## src/unse_pkg.sv

```systemverilog
// Package: register map, field positions, reset values and timing counts for the node state and event block
package unse_pkg;
   // ******************************************
   // Register offsets
   // ******************************************
   localparam logic [3:0] OFF_NODE_STATE = 4'h0;
   localparam logic [3:0] OFF_MAIN_EVENT = 4'h1;
   localparam logic [3:0] OFF_MAIN_MASK  = 4'h2;
   localparam logic [3:0] OFF_ALT_EVENT  = 4'h3;
   localparam logic [3:0] OFF_ALT_MASK   = 4'h4;
   localparam logic [3:0] OFF_IRQ_CTRL   = 4'h5;
   localparam logic [3:0] OFF_SUB_CLEAR  = 4'h6;

   // ******************************************
   // Node states
   // ******************************************
   localparam logic [1:0] STATE_BUS_RESET         = 2'h0;
   localparam logic [1:0] STATE_WAKEUP_SIGNALLING = 2'h1;
   localparam logic [1:0] STATE_ACTIVE            = 2'h2;
   localparam logic [1:0] STATE_SLEEP             = 2'h3;

   // ******************************************
   // Main event field positions
   // ******************************************
   localparam int MAIN_WARN  = 0;
   localparam int MAIN_ALT   = 1;
   localparam int MAIN_TX    = 2;
   localparam int MAIN_FRAME = 3;
   localparam int MAIN_NAK   = 4;
   localparam int MAIN_LOCK  = 5;
   localparam int MAIN_RX    = 6;
   localparam int MAIN_MIRQ  = 7;

   // ******************************************
   // Alternate event field positions
   // ******************************************
   localparam int ALT_EOP    = 3;
   localparam int ALT_SHORT  = 4;
   localparam int ALT_LONG   = 5;
   localparam int ALT_RESET  = 6;
   localparam int ALT_RESUME = 7;

   // Writable bits of alternate mask; low three bits are reserved
   localparam logic [7:0] ALT_MASK_BITS = 8'hF8;

   // ******************************************
   // Irq pin styles
   // ******************************************
   localparam logic [1:0] IRQ_OFF       = 2'h0;
   localparam logic [1:0] IRQ_LOW_OD    = 2'h1;
   localparam logic [1:0] IRQ_HIGH_PP   = 2'h2;
   localparam logic [1:0] IRQ_LOW_PP    = 2'h3;

   // ******************************************
   // Reset values
   // ******************************************
   localparam logic [7:0] RST_BYTE = 8'h00;

   // ******************************************
   // Timing
   // ******************************************
   localparam int CLK_HZ        = 25000000;
   localparam int SHORT_IDLE_US = 3000;
   localparam int LONG_IDLE_US  = 5000;
   localparam int SE0_NS        = 2500;
   localparam int SHORT_IDLE_CYC = SHORT_IDLE_US * (CLK_HZ / 1000000);
   localparam int LONG_IDLE_CYC  = LONG_IDLE_US * (CLK_HZ / 1000000);
   localparam int SE0_CYC        = (SE0_NS * (CLK_HZ / 1000000) + 999) / 1000;
endpackage : unse_pkg

```

## src/unse_node_event.sv

```systemverilog
// Node functional state, main and alternate event registers with masks and interrupt pin
`timescale 1ns/1ps
// How it works
// Node state 00 bus reset, 01 wake-up signalling, 10 active, 11 sleep.
// Bus reset state on module reset or write; then endpoint pipes disabled.
// Firmware clears/sets default address enables around the bus reset state.
// Wake-up signalling state drives resume K on the upstream port.
// Firmware holds wake-up signalling between 1 ms and 15 ms.
// Sleep puts transceivers low power, freezes endpoints; bus activity sets resume.
// Warning summary sets on unmasked warning event; clears on warning register read.
// Alternate summary sets on unmasked alternate event; clears on alternate read.
// Transmit summary is a level of unmasked transmit events.
// Frame flag sets on every frame counter load; read clears it.
// NAK summary sets on unmasked NAK event; clears on NAK register read.
// Lock-change flag sets on lock or unlock edge; main read clears it.
// Receive summary is a level of unmasked receive events.
// Main event bit 7 reads zero; main mask bit 7 is master enable.
// Interrupt only for main event bits with mask bit one.
// Short idle flag after 3 ms idle; alternate read clears it.
// Long idle flag after 5 ms idle; alternate read clears it.
// Bus reset flag after 2.5 us single-ended zero; alternate read clears it.
// Firmware writes 00 and holds reset 100 us before active.
// Resume flag on resume signalling while state is sleep; read clears.
// End-of-packet flag on valid end of packet; read clears.
// Alternate bit feeds summary only when its mask bit is one.
// Irq pin style: 00 off, 01 low open drain, 10 high, 11 low.
// Clear-on-read flags hold until read; a same-cycle event wins.
module unse_node_event (
   input  wire logic       clk,
   input  wire logic       rst,
   input  wire logic [3:0] addr,
   input  wire logic [7:0] wdata,
   input  wire logic       wr,
   input  wire logic       rd,
   output logic      [7:0] rdata,
   input  wire logic       warn_event,
   input  wire logic       warn_reg_read,
   input  wire logic       tx_pending,
   input  wire logic       rx_pending,
   input  wire logic       nak_event,
   input  wire logic       nak_reg_read,
   input  wire logic       frame_load,
   input  wire logic       frame_unlocked_status,
   input  wire logic       bus_idle,
   input  wire logic       bus_se0,
   input  wire logic       resume_seen,
   input  wire logic       eop_seen,
   output logic            endpoints_disable,
   output logic            drive_resume_k,
   output logic            xcvr_low_power,
   output logic            freeze,
   output logic            irq_out,
   output logic            irq_oe_n
);

   // ******************************************
   // State
   // ******************************************
   typedef struct packed {
      logic [1:0]  node_state_field;
      logic [7:0]  main_event_reg;
      logic [7:0]  main_mask_reg;
      logic [7:0]  alternate_event_reg;
      logic [7:0]  alternate_mask_reg;
      logic [1:0]  irq_pin_style;
      logic        lock_prev_q;
      logic [17:0] idle_cnt_q;
      logic [6:0]  se0_cnt_q;
      logic [7:0]  rdata_q;
   } unse_state_t;

   unse_state_t s_q;
   unse_state_t s_d;

   // Counter saturating increment used by both idle and SE0 timers
   function automatic logic [17:0] unse_sat_inc(input logic [17:0] v, input logic [17:0] lim);
      unse_sat_inc = (v >= lim) ? lim : v + 18'h00001;
   endfunction : unse_sat_inc

   logic alt_read;
   logic main_read;
   logic irq_level;
   logic [7:0] alt_set;
   logic [7:0] main_view;

   assign alt_read  = rd && (addr == unse_pkg::OFF_ALT_EVENT);
   assign main_read = rd && (addr == unse_pkg::OFF_MAIN_EVENT);

   // ******************************************
   // Next state
   // ******************************************
   always_comb begin
      s_d = s_q;
      alt_set = 8'h00;
      // Idle and SE0 timers count while the condition lasts
      s_d.idle_cnt_q = bus_idle ? unse_sat_inc(s_q.idle_cnt_q, 18'(unse_pkg::LONG_IDLE_CYC)) : 18'h00000;
      s_d.se0_cnt_q  = bus_se0 ? 7'(unse_sat_inc({11'h000, s_q.se0_cnt_q}, 18'(unse_pkg::SE0_CYC)))
                               : 7'h00;
      // short idle time
      if (bus_idle && s_q.idle_cnt_q == 18'(unse_pkg::SHORT_IDLE_CYC - 1)) alt_set[unse_pkg::ALT_SHORT] = 1'b1;
      // long idle time
      if (bus_idle && s_q.idle_cnt_q == 18'(unse_pkg::LONG_IDLE_CYC - 1)) alt_set[unse_pkg::ALT_LONG] = 1'b1;
      // SE0 persisted
      if (bus_se0 && s_q.se0_cnt_q == 7'(unse_pkg::SE0_CYC - 1)) alt_set[unse_pkg::ALT_RESET] = 1'b1;
      // resume only while sleeping
      if (resume_seen && s_q.node_state_field == unse_pkg::STATE_SLEEP) alt_set[unse_pkg::ALT_RESUME] = 1'b1;
      // end of packet
      if (eop_seen) alt_set[unse_pkg::ALT_EOP] = 1'b1;
      // alternate flags: set wins over clearing read
      s_d.alternate_event_reg = (alt_read ? 8'h00 : s_q.alternate_event_reg) | alt_set;
      // warning summary
      if (warn_reg_read) s_d.main_event_reg[unse_pkg::MAIN_WARN] = 1'b0;
      if (warn_event) s_d.main_event_reg[unse_pkg::MAIN_WARN] = 1'b1;
      // alternate summary, gated by alternate mask
      if (alt_read) s_d.main_event_reg[unse_pkg::MAIN_ALT] = 1'b0;
      if (|(alt_set & s_q.alternate_mask_reg)) s_d.main_event_reg[unse_pkg::MAIN_ALT] = 1'b1;
      // transmit level
      s_d.main_event_reg[unse_pkg::MAIN_TX] = tx_pending;
      // receive level
      s_d.main_event_reg[unse_pkg::MAIN_RX] = rx_pending;
      // NAK summary
      if (nak_reg_read) s_d.main_event_reg[unse_pkg::MAIN_NAK] = 1'b0;
      if (nak_event) s_d.main_event_reg[unse_pkg::MAIN_NAK] = 1'b1;
      // frame flag, main read clears
      if (main_read) s_d.main_event_reg[unse_pkg::MAIN_FRAME] = 1'b0;
      if (frame_load) s_d.main_event_reg[unse_pkg::MAIN_FRAME] = 1'b1;
      // lock change edge
      s_d.lock_prev_q = frame_unlocked_status;
      if (main_read) s_d.main_event_reg[unse_pkg::MAIN_LOCK] = 1'b0;
      if (frame_unlocked_status != s_q.lock_prev_q) s_d.main_event_reg[unse_pkg::MAIN_LOCK] = 1'b1;
      // bit 7 always zero
      s_d.main_event_reg[unse_pkg::MAIN_MIRQ] = 1'b0;
      // Register writes
      if (wr) begin
         unique case (addr)
            // firmware may enter bus reset
            unse_pkg::OFF_NODE_STATE: s_d.node_state_field = wdata[1:0];
            unse_pkg::OFF_MAIN_MASK:  s_d.main_mask_reg = wdata;
            unse_pkg::OFF_ALT_MASK:   s_d.alternate_mask_reg = wdata & unse_pkg::ALT_MASK_BITS;
            unse_pkg::OFF_IRQ_CTRL:   s_d.irq_pin_style = wdata[1:0];
            default: ;
         endcase
      end
      // Read data, valid the cycle after the strobe
      s_d.rdata_q = 8'h00;
      if (rd) begin
         unique case (addr)
            unse_pkg::OFF_NODE_STATE: s_d.rdata_q = {6'h00, s_q.node_state_field};
            unse_pkg::OFF_MAIN_EVENT: s_d.rdata_q = s_q.main_event_reg;
            unse_pkg::OFF_MAIN_MASK:  s_d.rdata_q = s_q.main_mask_reg;
            unse_pkg::OFF_ALT_EVENT:  s_d.rdata_q = s_q.alternate_event_reg;
            unse_pkg::OFF_ALT_MASK:   s_d.rdata_q = s_q.alternate_mask_reg;
            unse_pkg::OFF_IRQ_CTRL:   s_d.rdata_q = {6'h00, s_q.irq_pin_style};
            default:                  s_d.rdata_q = 8'h00;
         endcase
      end
   end

   // Register the whole state; reset enters bus reset
   always_ff @(posedge clk) begin
      if (rst) begin
         s_q <= '0;
      end else begin
         s_q <= s_d;
      end
   end

   // ******************************************
   // Outputs
   // ******************************************
   assign rdata = s_q.rdata_q;
   assign main_view = s_q.main_event_reg;
   // pipes disabled in bus reset
   assign endpoints_disable = (s_q.node_state_field == unse_pkg::STATE_BUS_RESET);
   // resume K while wake-up signalling
   assign drive_resume_k = (s_q.node_state_field == unse_pkg::STATE_WAKEUP_SIGNALLING);
   // low power and freeze in sleep
   assign xcvr_low_power = (s_q.node_state_field == unse_pkg::STATE_SLEEP);
   assign freeze         = xcvr_low_power;
   // masked events with master enable
   assign irq_level = s_q.main_mask_reg[unse_pkg::MAIN_MIRQ] && |(main_view[6:0] & s_q.main_mask_reg[6:0]);

   // pin style decode
   always_comb begin
      irq_out  = 1'b0;
      irq_oe_n = 1'b1;
      unique case (s_q.irq_pin_style)
         unse_pkg::IRQ_OFF:     begin irq_out = 1'b0; irq_oe_n = 1'b1; end
         unse_pkg::IRQ_LOW_OD:  begin irq_out = 1'b0; irq_oe_n = !irq_level; end
         unse_pkg::IRQ_HIGH_PP: begin irq_out = irq_level; irq_oe_n = 1'b0; end
         unse_pkg::IRQ_LOW_PP:  begin irq_out = !irq_level; irq_oe_n = 1'b0; end
      endcase
   end

   // ******************************************
   // Assertions
   // ******************************************
   // SE0 run length counted apart from the design timer, for the SE0 checks
   logic [6:0] se0_run_q;
   always_ff @(posedge clk) begin
      if (rst || !bus_se0) begin
         se0_run_q <= 7'h00;
      end else if (se0_run_q != 7'h7F) begin
         se0_run_q <= se0_run_q + 7'h01;
      end
   end
endmodule : unse_node_event

```

## config.mk

```make
export PLATFORM = sky130hd
export DESIGN_NAME = unse_node_event
export DESIGN_NICKNAME = d
export VERILOG_FILES = /design/src/unse_pkg.sv /design/src/unse_node_event.sv
export SDC_FILE = /design/constraint.sdc
export NUM_CORES = 1
export LEC_CHECK = 0
export BUFFER_PORTS_ARGS = -buffer_cell sky130_fd_sc_hd__buf_4
export CORE_MARGIN = 4
export CORE_UTILIZATION = 56
export CTS_CLUSTER_SIZE = 28
export DETAILED_ROUTE_END_ITERATION = 10
export GPL_TIMING_DRIVEN = 0
export PLACE_DENSITY_LB_ADDON = 0.08
export RECOVER_POWER = 100
export SETUP_SLACK_MARGIN = 0.15
export SLEW_MARGIN = 10
export SYNTH_ARGS = -nofsm -noshare
export SYNTH_HDL_FRONTEND = slang
export SYNTH_SLANG_ARGS = --single-unit
```

## constraint.sdc

```tcl
create_clock -name clk -period 2.4 [get_ports clk]
set_clock_uncertainty 0.2 [all_clocks]
set_input_delay 0.12 -clock clk [delete_from_list [all_inputs] [get_ports clk]]
set_output_delay 0.12 -clock clk [all_outputs]
set_load 0.02 [all_outputs]
```

-- After elaboration in Yosys (flattened, before gate mapping)
Cells that the tools add are included.
Widths: inputs -> output; s select.
- register bits: 67
- bits of input ports: 28
- output and inout bits: 14
- logic and storage cells: 91
- $add $sub $neg: 2
- order comparisons: 2
- equality and inequality tests: 14
- mux-type cells: 20
- bitwise gates (word level): 6
- reductions and logical operators: 29
- operator list (kind ; number):
    $pmux 8 s6 ; 1
    $eq 18x17->1 const B ; 2
    $add 18x1->18 const B ; 1
    $ge 18x17->1 const B ; 1
    $mux 18 ; 1
    $mux 1 ; 14
    $reduce_bool 2->1 ; 5
    $reduce_or 2->1 ; 5
    $and 8x8->8 ; 1
    $eq 4x2->1 const B ; 2
    $eq 4x3->1 const B ; 2
    $mux 8 ; 1
    $or 8x8->8 ; 1
    $reduce_and 2->1 ; 4
    $reduce_or 8->1 ; 1
    $add 7x1->7 const B ; 1
    $and 7x7->7 ; 1
    $eq 7x6->1 const B ; 1
    $ge 7x6->1 const B ; 1
    $logic_and 1x1->1 ; 7
    $mux 7 ; 1
    $reduce_or 7->1 ; 1
    $eq 2x2->1 const B ; 3
    $pmux 1 s3 ; 2
    other kinds (8) ; 13

-- Logic depth before layout (Yosys ltp)
Gate-level depths: netlist of the first run.
- depth in word-level cells: 6
- mapped depth: 6
- gate-level depth less buffers: 5

-- Worst setup path before layout of the first run
OpenSTA, ideal clock, no wires.
- kind: reg2reg
- start: register s_q[20] (netlist name)
- end: register s_q[27] (netlist name)
- library setup time: 0.064 ns
- arrival time: 1.550 ns
- required time: 2.136 ns
- setup slack: 0.586 ns
- stages on the path, launching flop included: 6
- buffers on the path: 1
- period minus slack after synthesis: 1.814 ns
- cells stage by stage: dfxtp_1 > or3_1 > a221o_1 > a211o_1 > buf_6 > nor2_1
- longest elaborated chain between the ends: 2
- elaborated cells between the ends (all ways): 3
- classes of those cells: 1 x add/sub; 1 x order compare; 1 x reduce/logical
- ends and longest elaborated chain (what ; line ; text):
    from (decl) ; unse_node_event.sv:72 ; unse_state_t s_q;
    from (signal assigned) ; unse_node_event.sv:162 ; s_q <= '0;
    from (signal assigned) ; unse_node_event.sv:164 ; s_q <= s_d;
    $ge 18x17->1 ; unse_node_event.sv:77 ; unse_sat_inc = (v >= lim) ? lim : v + 18'h00001;
    $reduce_or 3->1 (no source line) ; -- ;
Several ways; a longest one is shown, not always the timed one.
A chain may end at the register's enable or synchronous reset.

-- Worst setup path in the final report of the first run
- start: input port addr[0]
- end: register s_q[52] (netlist name)
- longest elaborated chain between the ends: 2
- ends and longest elaborated chain (what ; line ; text):
    from (decl) ; unse_node_event.sv:31 ; input wire logic [3:0] addr,
    $eq 4x2->1 ; unse_node_event.sv:135 ; unique case (addr)
    $reduce_and 2->1 (no source line) ; -- ;
Every way passes these cells.

==> reports/results.txt, run 1 <==
CTS tree -> done
DIE AREA -> 6246 sq um
Final Instance Count excl. Fillers -> 471
Routed WL -> 6.939 mm
routed length per placed instance -> 14.73 um
Synth Warn # -> 0
I/O pin total -> 42
slowest stage delay, CP -> 710 ps
via count -> 2618
drc violations -> 0
critical path type -> input port to flip-flop
root buf cell -> clkbuf_8
final hold violations -> 0
CP bufs+invs -> 3
CORE AREA -> 4817 sq um
count of state elements after synthesis -> 63
GP Congestion -> 0.8265
Cell Rows -> 25
DRT antenna net count -> 0
GR met3 Demand/Resource -> 0.06916
max-cap viol count -> 0
Final Cell Area -> 3551 sq um
Final min period -> 2191 ps
Layout area overhead -> 25.69%
CP cell instances -> clkbuf_1 -> dlygate4sd3_1 -> nor4b_2 -> dlygate4sd3_1 -> nand3_1 -> a21oi_1
slowest CP cell -> dlygate4sd3_1
grt total ovfl -> 0
first-pass detailed-route iteration total -> 7
global route hottest layer -> met2
Slew Viols, Final -> 0
worst-path fanout max -> 5
EDFF count, synth -> 0
Final Setup Violations -> 0
# diodes -> 0
Crit path max-delay family -> buffers and inverters
Final Cycle Share -> 0.9129
setup_tns -> 0 ps
DRT iter0 DRCs -> 230
clock sinks -> 63
layout net count -> 432
Post-synth ARST share -> 0
Hold WC Path Type -> input port to flip-flop
die extent in x -> 79.03 um
Final Util -> 0.7371
initial core utilization -> 0.5865
post-synth cell types -> 49
critical path capture point type -> flip-flop
vias in the first global route -> 2438
mean area per synthesized cell -> 8.666 sq um
RSZ-0062 raised after global routing -> false
number of CTS-inserted buffers -> 9
I/O Buffers -> 39
met2 Track Usage GR -> 0.4150
Critical Path Most Common Cell -> dlygate4sd3_1
CTS H-tree lvls -> 3
Global Route Usage Sum -> 0.2378
worst slew pin tran -> 569.5 ps
worst setup slack after placement -> 355.7 ps
CP Data Required Time -> 2470 ps
antenna violations before repair -> 0
slew margin rel. -> 0.6150
Leak -> 0.001327 uW
largest net degree at the start of global routing -> 11
Die Height -> 79.03 um
Max Freq -> 456.4 MHz
Worst-path clk slew -> 60 ps
crit start category -> input port
post-DR vias/cell -> 5.558
placed instance area -> 3206 sq um
maximum clock path buffer count -> 2
register area share after synthesis -> 0.4464
DP Cell Count -> 433
first-pass GRT wire length -> 11.46 mm
clk_lat worst skew -> 340 ps
setup ws final -> 209.0 ps
M1 GR Usage -> 0.2718
Post-Synthesis Cells -> 326
Cell Area, Synth -> 2825 sq um
status -> finished, final reports clean
Power Density -> 599.6 nW/um^2
peak supply drop -> 0.4089 mV
share of post-route cells with drive strength above 1 -> 0.1361
CP Data Arrival Time -> 2260 ps
Most used DFF post-synth -> dfxtp_1
Detail Placement HPWL -> 4.737 mm
[synthesized netlist by cell type, types with 2 or more instances]
cell,number,area [sq um]
dfxtp_1,63,1261
nor2_1,41,153.9
a21oi_1,36,180.2
nand2_1,27,101.4
nand3_1,19,95.09
xnor2_1,14,122.6
a22oi_1,13,97.59
clkbuf_1,11,41.29
inv_1,10,37.54
buf_4,9,67.56
mux2i_1,7,70.07
nor4_1,7,43.79
nor2b_1,6,37.54
a22o_1,4,35.03
ha_1,4,50.05
nand4_1,4,25.02
xor2_1,4,35.03
and3_1,3,18.77
nor3_1,3,15.01
o21ai_0,3,15.01
a21o_1,2,15.01
a311oi_1,2,17.52
a31oi_1,2,12.51
and2_1,2,12.51
buf_2,2,10.01
nand2b_1,2,12.51
nor3b_1,2,15.01
nor4b_1,2,17.52
or4b_2,2,20.02
[worst register-to-register path: stages, from the launching register on]
cell	delay, ps
dfxtp_1	360
or3_1	390
a221o_1	380
a21oi_1	470
a21oi_1	140
[registers in the layout, indices dropped and copies added, names as in the netlist]
name       flops
rdata          8
s_q           48
main_view      7
[cells in the final DEF (no fill, tap or decap), types with 5 or more instances in the layout]
master / count
dfxtp_1: 63
nor2_1: 41
a21oi_1: 36
clkbuf_1: 29
buf_4: 29
nand2_1: 27
dlygate4sd3_1: 23
nand3_1: 19
xnor2_1: 14
a22oi_1: 13
inv_1: 10
clkbuf_8: 9
nor4_1: 8
mux2i_1: 7
nor2b_1: 6
clkbuf_4: 5
[path summary, 6_finish.rpt]
path	from	to	slack, ps	cells past startpoint
max reg2reg	s_q[20]$_SDFF_PP0_	s_q[30]$_SDFF_PP0_	340	4
min	rst	s_q[9]$_SDFF_PP0_	50	3
min reg2reg	s_q[13]$_SDFF_PP0_	s_q[13]$_SDFF_PP0_	280	2
max	addr[0]	s_q[52]$_SDFFE_PP0P_	210	6
[area by class of cell]
cell class              instances  area [sq um]
fillers                       414          1266
well taps                      67         83.83
clock inverters                 5         50.05
inverters                      10         37.54
flip-flops and latches         63          1261
multi-input cells             231          1400
repair buffers                 62         470.5
clock buffers                  10         127.6
plain buffers                  23         120.1
[where the power goes]
part | switching (uW) | leakage [uW] | internal (uW)
combinational | 86.7 | 0.000718 | 86.9
clock | 392 | 0.0000957 | 466
sequential | 25.2 | 0.000513 | 1070
[metrics by stage]
stage,hold WS [ps],power [uW]
3_3_place_gp,129.6,1261
5_1_grt,60.42,2226
2_1_floorplan,37.43,1195
3_5_place_dp,135.4,1264
6_report,53.55,2129
4_1_cts,40.11,2155
[layer usage]
metal,up-vias,routed length [um]
met1,1211,2904
met2,99,3456
met4,0,157
li1,1288,-
met5,-,0
met3,20,421
[kinds of logic after synthesis]
kind of cell | after synthesis | share of synthesized area
buffers and inverters | 33 | 0.05934
adder cells (fa/ha/maj) | 4 | 0.01772
AO/OA/AOI/OAI | 68 | 0.1519
XOR/XNOR | 18 | 0.05580
other | 1 | 0.001327
flip-flops | 63 | 0.4464
AND/OR/NAND/NOR | 132 | 0.2427
multiplexers | 7 | 0.02480
[repair_timing]
action | CTS | global route
gates resized for setup | 0 | 1
setup buffers | 0 | 0
setup endpoints to repair | 0 | 1
endpoints found under the hold margin | 31 | 0
hold buffers | 23 | 0
Power figures use the tool's default switching activity.
==> inputs of run 2 (changes only) <==
Settings changed: RECOVER_POWER 100 to default.
==> run 2 against run 1 <==
  * Die area unchanged
  * Final cell count unchanged
  * Critical path depth unchanged
  * First-iteration DRC count rose by 8.3%
  * Non-clock buffer count stayed put
  * Fmax up 0.60%
  * Combinational power grew 2%
  * Global-route usage unchanged
  * Final area increased by 1.9%
==> reports/results.txt, run 2 (synthesized netlist as in run 1, its figures left out) <==
Max Freq -> 459.1 MHz (was 456.4 MHz)
Global Route Usage Sum -> 0.2378 (unchanged)
Die Height -> 79.03 um (unchanged)
peak supply drop -> 0.4093 mV (was 0.4089 mV)
Layout area overhead -> 28.12% (was 25.69%)
slowest stage delay, CP -> 700 ps (was 710 ps)
DRT iter0 DRCs -> 249 (was 230)
vias in the first global route -> 2438 (unchanged)
hold path startpoint -> rst (unchanged)
Hold Path Stages -> 3 (unchanged)
Critical R2R Launch -> s_q[20]$_SDFF_PP0_ (unchanged)
Hold WC Path Type -> input port to flip-flop (unchanged)
antenna violations before repair -> 0 (unchanged)
die extent in x -> 79.03 um (unchanged)
CP cell instances -> buf_4 -> dlygate4sd3_1 -> nor4b_2 -> dlygate4sd3_1 -> nand3_1 -> a21oi_1 (was clkbuf_1 -> dlygate4sd3_1 -> nor4b_2 -> dlygate4sd3_1 -> nand3_1 -> a21oi_1)
commonest cells after routing, fill and taps aside -> dfxtp_1, buf_4, nor2_1 (was dfxtp_1, nor2_1, a21oi_1)
clk_lat worst skew -> 340 ps (about the same)
reg-to-reg endpoint -> s_q[30]$_SDFF_PP0_ (unchanged)
Reg2Reg Setup Slack -> 330 ps (was 340 ps)
Biggest register -> s_q (unchanged)
Routed WL -> 6.883 mm (was 6.939 mm)
via count -> 2613 (was 2618)
drc violations -> 0 (unchanged)
Final Setup Violations -> 0 (unchanged)
crit start category -> input port (unchanged)
first-pass detailed-route iteration total -> 5 (was 7)
setup_tns -> 0 ps (unchanged)
largest net degree at the start of global routing -> 11 (unchanged)
Cell Rows -> 25 (unchanged)
setup ws final -> 222.0 ps (was 209.0 ps)
reg2reg path depth -> 4 (unchanged)
CTS tree -> done (unchanged)
CP Data Arrival Time -> 2250 ps (was 2260 ps)
I/O pin total -> 42 (unchanged)
I/O Buffers -> 39 (unchanged)
maximum clock path buffer count -> 2 (unchanged)
CORE AREA -> 4817 sq um (unchanged)
DRT antenna net count -> 0 (unchanged)
first-pass GRT wire length -> 11.46 mm (unchanged)
critical path type -> input port to flip-flop (unchanged)
CP Data Required Time -> 2470 ps (about the same)
worst setup slack after placement -> 355.7 ps (unchanged)
post-DR vias/cell -> 5.548 (was 5.558)
layout net count -> 432 (unchanged)
Slew Viols, Final -> 0 (unchanged)
critical path capture point type -> flip-flop (unchanged)
placed instance area -> 3206 sq um (unchanged)
most common cell after layout, fill and taps aside -> dfxtp_1 (unchanged)
slowest CP cell -> dlygate4sd3_1 (unchanged)
fill cell count -> 387 (was 414)
root buf cell -> clkbuf_8 (unchanged)
Final Cell Area -> 3620 sq um (was 3551 sq um)
CTS H-tree lvls -> 3 (unchanged)
Critical Path Most Common Cell -> dlygate4sd3_1 (unchanged)
grt total ovfl -> 0 (unchanged)
initial core utilization -> 0.5865 (unchanged)
Leak -> 0.001396 uW (was 0.001327 uW)
Worst-path clk slew -> 70 ps (was 60 ps)
RSZ-0062 raised after global routing -> false (unchanged)
share of post-route cells with drive strength above 1 -> 0.1832 (was 0.1361)
status -> finished, final reports clean (unchanged)
overall power -> 2138 uW (was 2129 uW)
worst slew pin tran -> 568.5 ps (was 569.5 ps)
number of flip-flops in the largest register -> 48 (unchanged)
clock sinks -> 63 (unchanged)
# diodes -> 0 (unchanged)
Detail Placement HPWL -> 4.737 mm (unchanged)
GP Congestion -> 0.8265 (unchanged)
slew margin rel. -> 0.6157 (was 0.6150)
routed length per placed instance -> 14.61 um (was 14.73 um)
DIE AREA -> 6246 sq um (unchanged)
max-cap viol count -> 0 (unchanged)
postcts setup bufs -> 0 (unchanged)
Final Cycle Share -> 0.9075 (was 0.9129)
number of CTS-inserted buffers -> 9 (unchanged)
Power Density -> 590.5 nW/um^2 (was 599.6 nW/um^2)
final hold violations -> 0 (unchanged)
Endpoint, Worst Hold -> s_q[9]$_SDFF_PP0_ (unchanged)
Final min period -> 2178 ps (was 2191 ps)
worst-path fanout max -> 5 (unchanged)
-- run 2: worst max-delay path by stage --
stage                            start                   end  slack, ps  depth (start not counted)
global route                   addr[0]  s_q[52]$_SDFFE_PP0P_        170                          6
floorplan           s_q[20]$_SDFF_PP0_    s_q[27]$_SDFF_PP0_        590                          5
detailed placement  s_q[20]$_SDFF_PP0_    s_q[30]$_SDFF_PP0_        360                          4
CTS                            addr[0]  s_q[52]$_SDFFE_PP0P_        260                          6
finish                         addr[0]  s_q[52]$_SDFFE_PP0P_        220                          6
global placement    s_q[20]$_SDFF_PP0_    s_q[30]$_SDFF_PP0_        390                          4
-- run 2: metal layers --
metal  global-route usage  wire, um  part of all wire
met1               0.2718      2883              0.42
met2               0.4150      3465              0.50
met3              0.06916       393             0.057
met4              0.09450       142             0.021
met5                    0         0                 0
-- run 2: critical path, delay by kind of cell --
kind / cells / cell delay [ps]
buf+inv: 3 / 1400
simple gates: 2 / 570
compound gates: 1 / 160
-- run 2: layout make-up --
class                      instances  area (sq um)  area share
sequential                        63          1261      0.3484
clock inverter                     5         50.05     0.01383
timing repair buffer              62         523.0      0.1445
clock buffer                      10         127.6     0.03526
tap                               67         83.83     0.02316
multi-input combinational        231          1406      0.3885
buffer                            23         130.1     0.03595
inverter                          10         37.54     0.01037
-- run 2: what timing repair did --
item | in CTS | in global routing
hold buffers | 23 | 0
endpoints found under the hold margin | 31 | 0
gates resized for setup | 0 | 1
setup endpoints to repair | 0 | 1
-- run 2: per-stage QoR --
stage | cells | util | hold slack, ps
floorplan | 327 | - | 37.43
global placement | 433 | 0.6655 | 129.6
detailed placement | 433 | 0.6655 | 135.4
CTS | 471 | 0.7501 | 40.11
global route | 471 | 0.7514 | 60.42
finish | 471 | 0.7514 | 49.83
-- run 2: where the power goes --
group / switching [uW] / total, uW / internal (uW) / leakage [uW]
clock network: 395 / 862 / 466 / 0.0000957
logic: 86.6 / 178 / 91.6 / 0.000787
registers: 25.2 / 1100 / 1070 / 0.000513
==> inputs of run 3 (changes only) <==
Settings changed: REMOVE_ABC_BUFFERS from default to 1.
==> run 3 against run 2 <==
  * Worst setup slack worse by 67 ps
  * Register-to-register slack better by 40 ps
  * Final cell count down 1.7%
  * Largest cell class unchanged
  * Via count down 1.7%
  * Utilization up 1.2 points
  * Worst hold slack worse by 30 ps
  * Final area up 1.6%
  * Combinational power up 3%
  * Sequential power about the same
  * Routed wire length down 0.48%
==> reports/results.txt, run 3 (synthesized netlist as in run 1, its figures left out) <==
initial core utilization -> 0.5865 (unchanged)
worst slew pin tran -> 844.9 ps (was 568.5 ps)
overall power -> 2308 uW (was 2138 uW)
antenna violations before repair -> 0 (unchanged)
postcts setup bufs -> 0 (unchanged)
GR met3 Demand/Resource -> 0.06576 (was 0.06916)
Crit path max-delay family -> buffers and inverters (unchanged)
CTS H-tree lvls -> 3 (unchanged)
root buf cell -> clkbuf_8 (unchanged)
worst-path fanout max -> 5 (unchanged)
drc violations -> 0 (unchanged)
final hold violations -> 0 (unchanged)
M1 GR Usage -> 0.2785 (was 0.2718)
peak supply drop -> 0.5948 mV (was 0.4093 mV)
Final Setup Violations -> 0 (unchanged)
CP bufs+invs -> 3 (unchanged)
Max Freq -> 445.4 MHz (was 459.1 MHz)
slowest stage delay, CP -> 560 ps (was 700 ps)
number of CTS-inserted buffers -> 9 (unchanged)
critical path capture point type -> flip-flop (unchanged)
Final Cycle Share -> 0.9354 (was 0.9075)
Final Instance Count excl. Fillers -> 463 (was 471)
most common cell after layout, fill and taps aside -> dfxtp_1 (unchanged)
Detail Placement HPWL -> 4.350 mm (was 4.737 mm)
CP cell instances -> dlygate4sd3_1 -> buf_4 -> nand2_1 -> nor4b_1 -> mux2i_1 -> nor2_1 -> dlygate4sd3_1 (was buf_4 -> dlygate4sd3_1 -> nor4b_2 -> dlygate4sd3_1 -> nand3_1 -> a21oi_1)
CP Data Required Time -> 2420 ps (was 2470 ps)
via count -> 2568 (was 2613)
share of post-route cells with drive strength above 1 -> 0.1616 (was 0.1832)
Worst path depth -> 7 (was 6)
Die Height -> 79.03 um (unchanged)
GP Congestion -> 0.8854 (was 0.8265)
die extent in x -> 79.03 um (unchanged)
first-pass GRT wire length -> 11.43 mm (was 11.46 mm)
global route hottest layer -> met2 (unchanged)
critical path type -> input port to flip-flop (unchanged)
hold_ws -> 20.07 ps (was 49.83 ps)
Cell Rows -> 25 (unchanged)
Leak -> 0.001412 uW (was 0.001396 uW)
CTS tree -> done (unchanged)
Slew Viols, Final -> 0 (unchanged)
first-pass detailed-route iteration total -> 5 (unchanged)
fill cell count -> 369 (was 387)
Hold WC Path Type -> input port to flip-flop (unchanged)
DIE AREA -> 6246 sq um (unchanged)
slew margin rel. -> 0.4344 (was 0.6157)
Final min period -> 2245 ps (was 2178 ps)
slowest CP cell -> dlygate4sd3_1 (unchanged)
post-DR vias/cell -> 5.546 (was 5.548)
I/O Buffers -> 41 (was 39)
max-cap viol count -> 0 (unchanged)
Routed WL -> 6.850 mm (was 6.883 mm)
commonest cells after routing, fill and taps aside -> dfxtp_1, nor2_1, buf_4 (was dfxtp_1, buf_4, nor2_1)
# diodes -> 0 (unchanged)
grt total ovfl -> 0 (unchanged)
crit start category -> input port (unchanged)
Power Density -> 627.8 nW/um^2 (was 590.5 nW/um^2)
layout net count -> 423 (was 432)
largest net degree at the start of global routing -> 34 (was 11)
RSZ-0062 raised after global routing -> true (was false)
reg2reg path depth -> 4 (unchanged)
DRT antenna net count -> 0 (unchanged)
number of flip-flops in the largest register -> 48 (unchanged)
Biggest register -> s_q (unchanged)
clk_lat worst skew -> 330 ps (was 340 ps)
Hold Path Stages -> 4 (was 3)
maximum clock path buffer count -> 2 (unchanged)
Layout area overhead -> 30.16% (was 28.12%)
met2 Track Usage GR -> 0.4007 (was 0.4150)
clock sinks -> 63 (unchanged)
DP Cell Count -> 412 (was 433)
CORE AREA -> 4817 sq um (unchanged)
Global Route Usage Sum -> 0.2314 (was 0.2378)
Critical Path Most Common Cell -> dlygate4sd3_1 (unchanged)
vias in the first global route -> 2405 (was 2438)
Worst-path clk slew -> 70 ps (about the same)
CP Data Arrival Time -> 2270 ps (was 2250 ps)
status -> finished, final reports clean (unchanged)
routed length per placed instance -> 14.79 um (was 14.61 um)
DRT iter0 DRCs -> 165 (was 249)
I/O pin total -> 42 (unchanged)
[run 3: changes by cell type in the layout (fill, tap and decap cells not counted), moves of 2 or more]
cell           previous run  this run
buf_2                     2         0
clkbuf_8                  9        11
buf_4                    48        41
clkbuf_1                 12         2
nor4b_2                   2         0
dlygate4sd3_1            23        35
clkinv_2                  4         1
[run 3: repair_timing]
item | CTS | global route
hold endpoints to repair | 37 | 0
endpoints found under the setup margin | 0 | 4
gates resized for setup | 0 | 1
hold buffers | 35 | 0
[run 3: area by class of cell]
class | count | area, sq um | share of cell area
tap | 67 | 83.83 | 0.02280
timing repair buffer | 76 | 658.1 | 0.1790
clock inverter | 3 | 65.06 | 0.01769
clock buffer | 13 | 158.9 | 0.04321
inverter | 10 | 37.54 | 0.01021
sequential | 63 | 1261 | 0.3430
multi-input combinational | 231 | 1413 | 0.3841
[run 3: routing by layer]
layer / share of wire / vias up
li1: - / 1271
met1: 0.42 / 1211
met2: 0.51 / 81
met3: 0.051 / 5
met4: 0.0099 / 0
met5: 0 / -
[run 3: worst paths after layout]
path                                      startpoint                   end  slack, ps
worst max-delay path                              wr  s_q[35]$_SDFFE_PP0P_        150
worst min-delay path                         addr[3]   rdata[6]$_SDFF_PP0_         20
worst max register to register    s_q[20]$_SDFF_PP0_    s_q[28]$_SDFF_PP0_        370
worst min register to register  s_q[55]$_SDFFE_PP0P_  s_q[55]$_SDFFE_PP0P_        280
[run 3: report_power, final]
part | internal [uW] | switching [uW]
registers | 1070 | 28.3
logic | 98.6 | 84.1
clock network | 641 | 384
total | 1810 | 496
[run 3: through the flow]
| stage | TNS [ps] | util | worst slack (ps) | instance area (sq um) |
|---|---|---|---|---|
| 2_1_floorplan | 0 | - | 606.0 | 2699 |
| 3_3_place_gp | -2.087 | 0.6416 | -2.087 | 3090 |
| 3_5_place_dp | -7.499 | 0.6416 | -5.622 | 3090 |
| 4_1_cts | 0 | 0.7608 | 152.6 | 3665 |
| 5_1_grt | 0 | 0.7634 | 119.4 | 3677 |
| 6_report | 0 | 0.7634 | 155.0 | 3677 |
[run 3: worst register-to-register path, delay by kind of cell, from the launching register on]
kind	cells	cell delay, ps
AO/OA/AOI/OAI	3	970
AND/OR/NAND/NOR	1	380
flip-flops	1	350
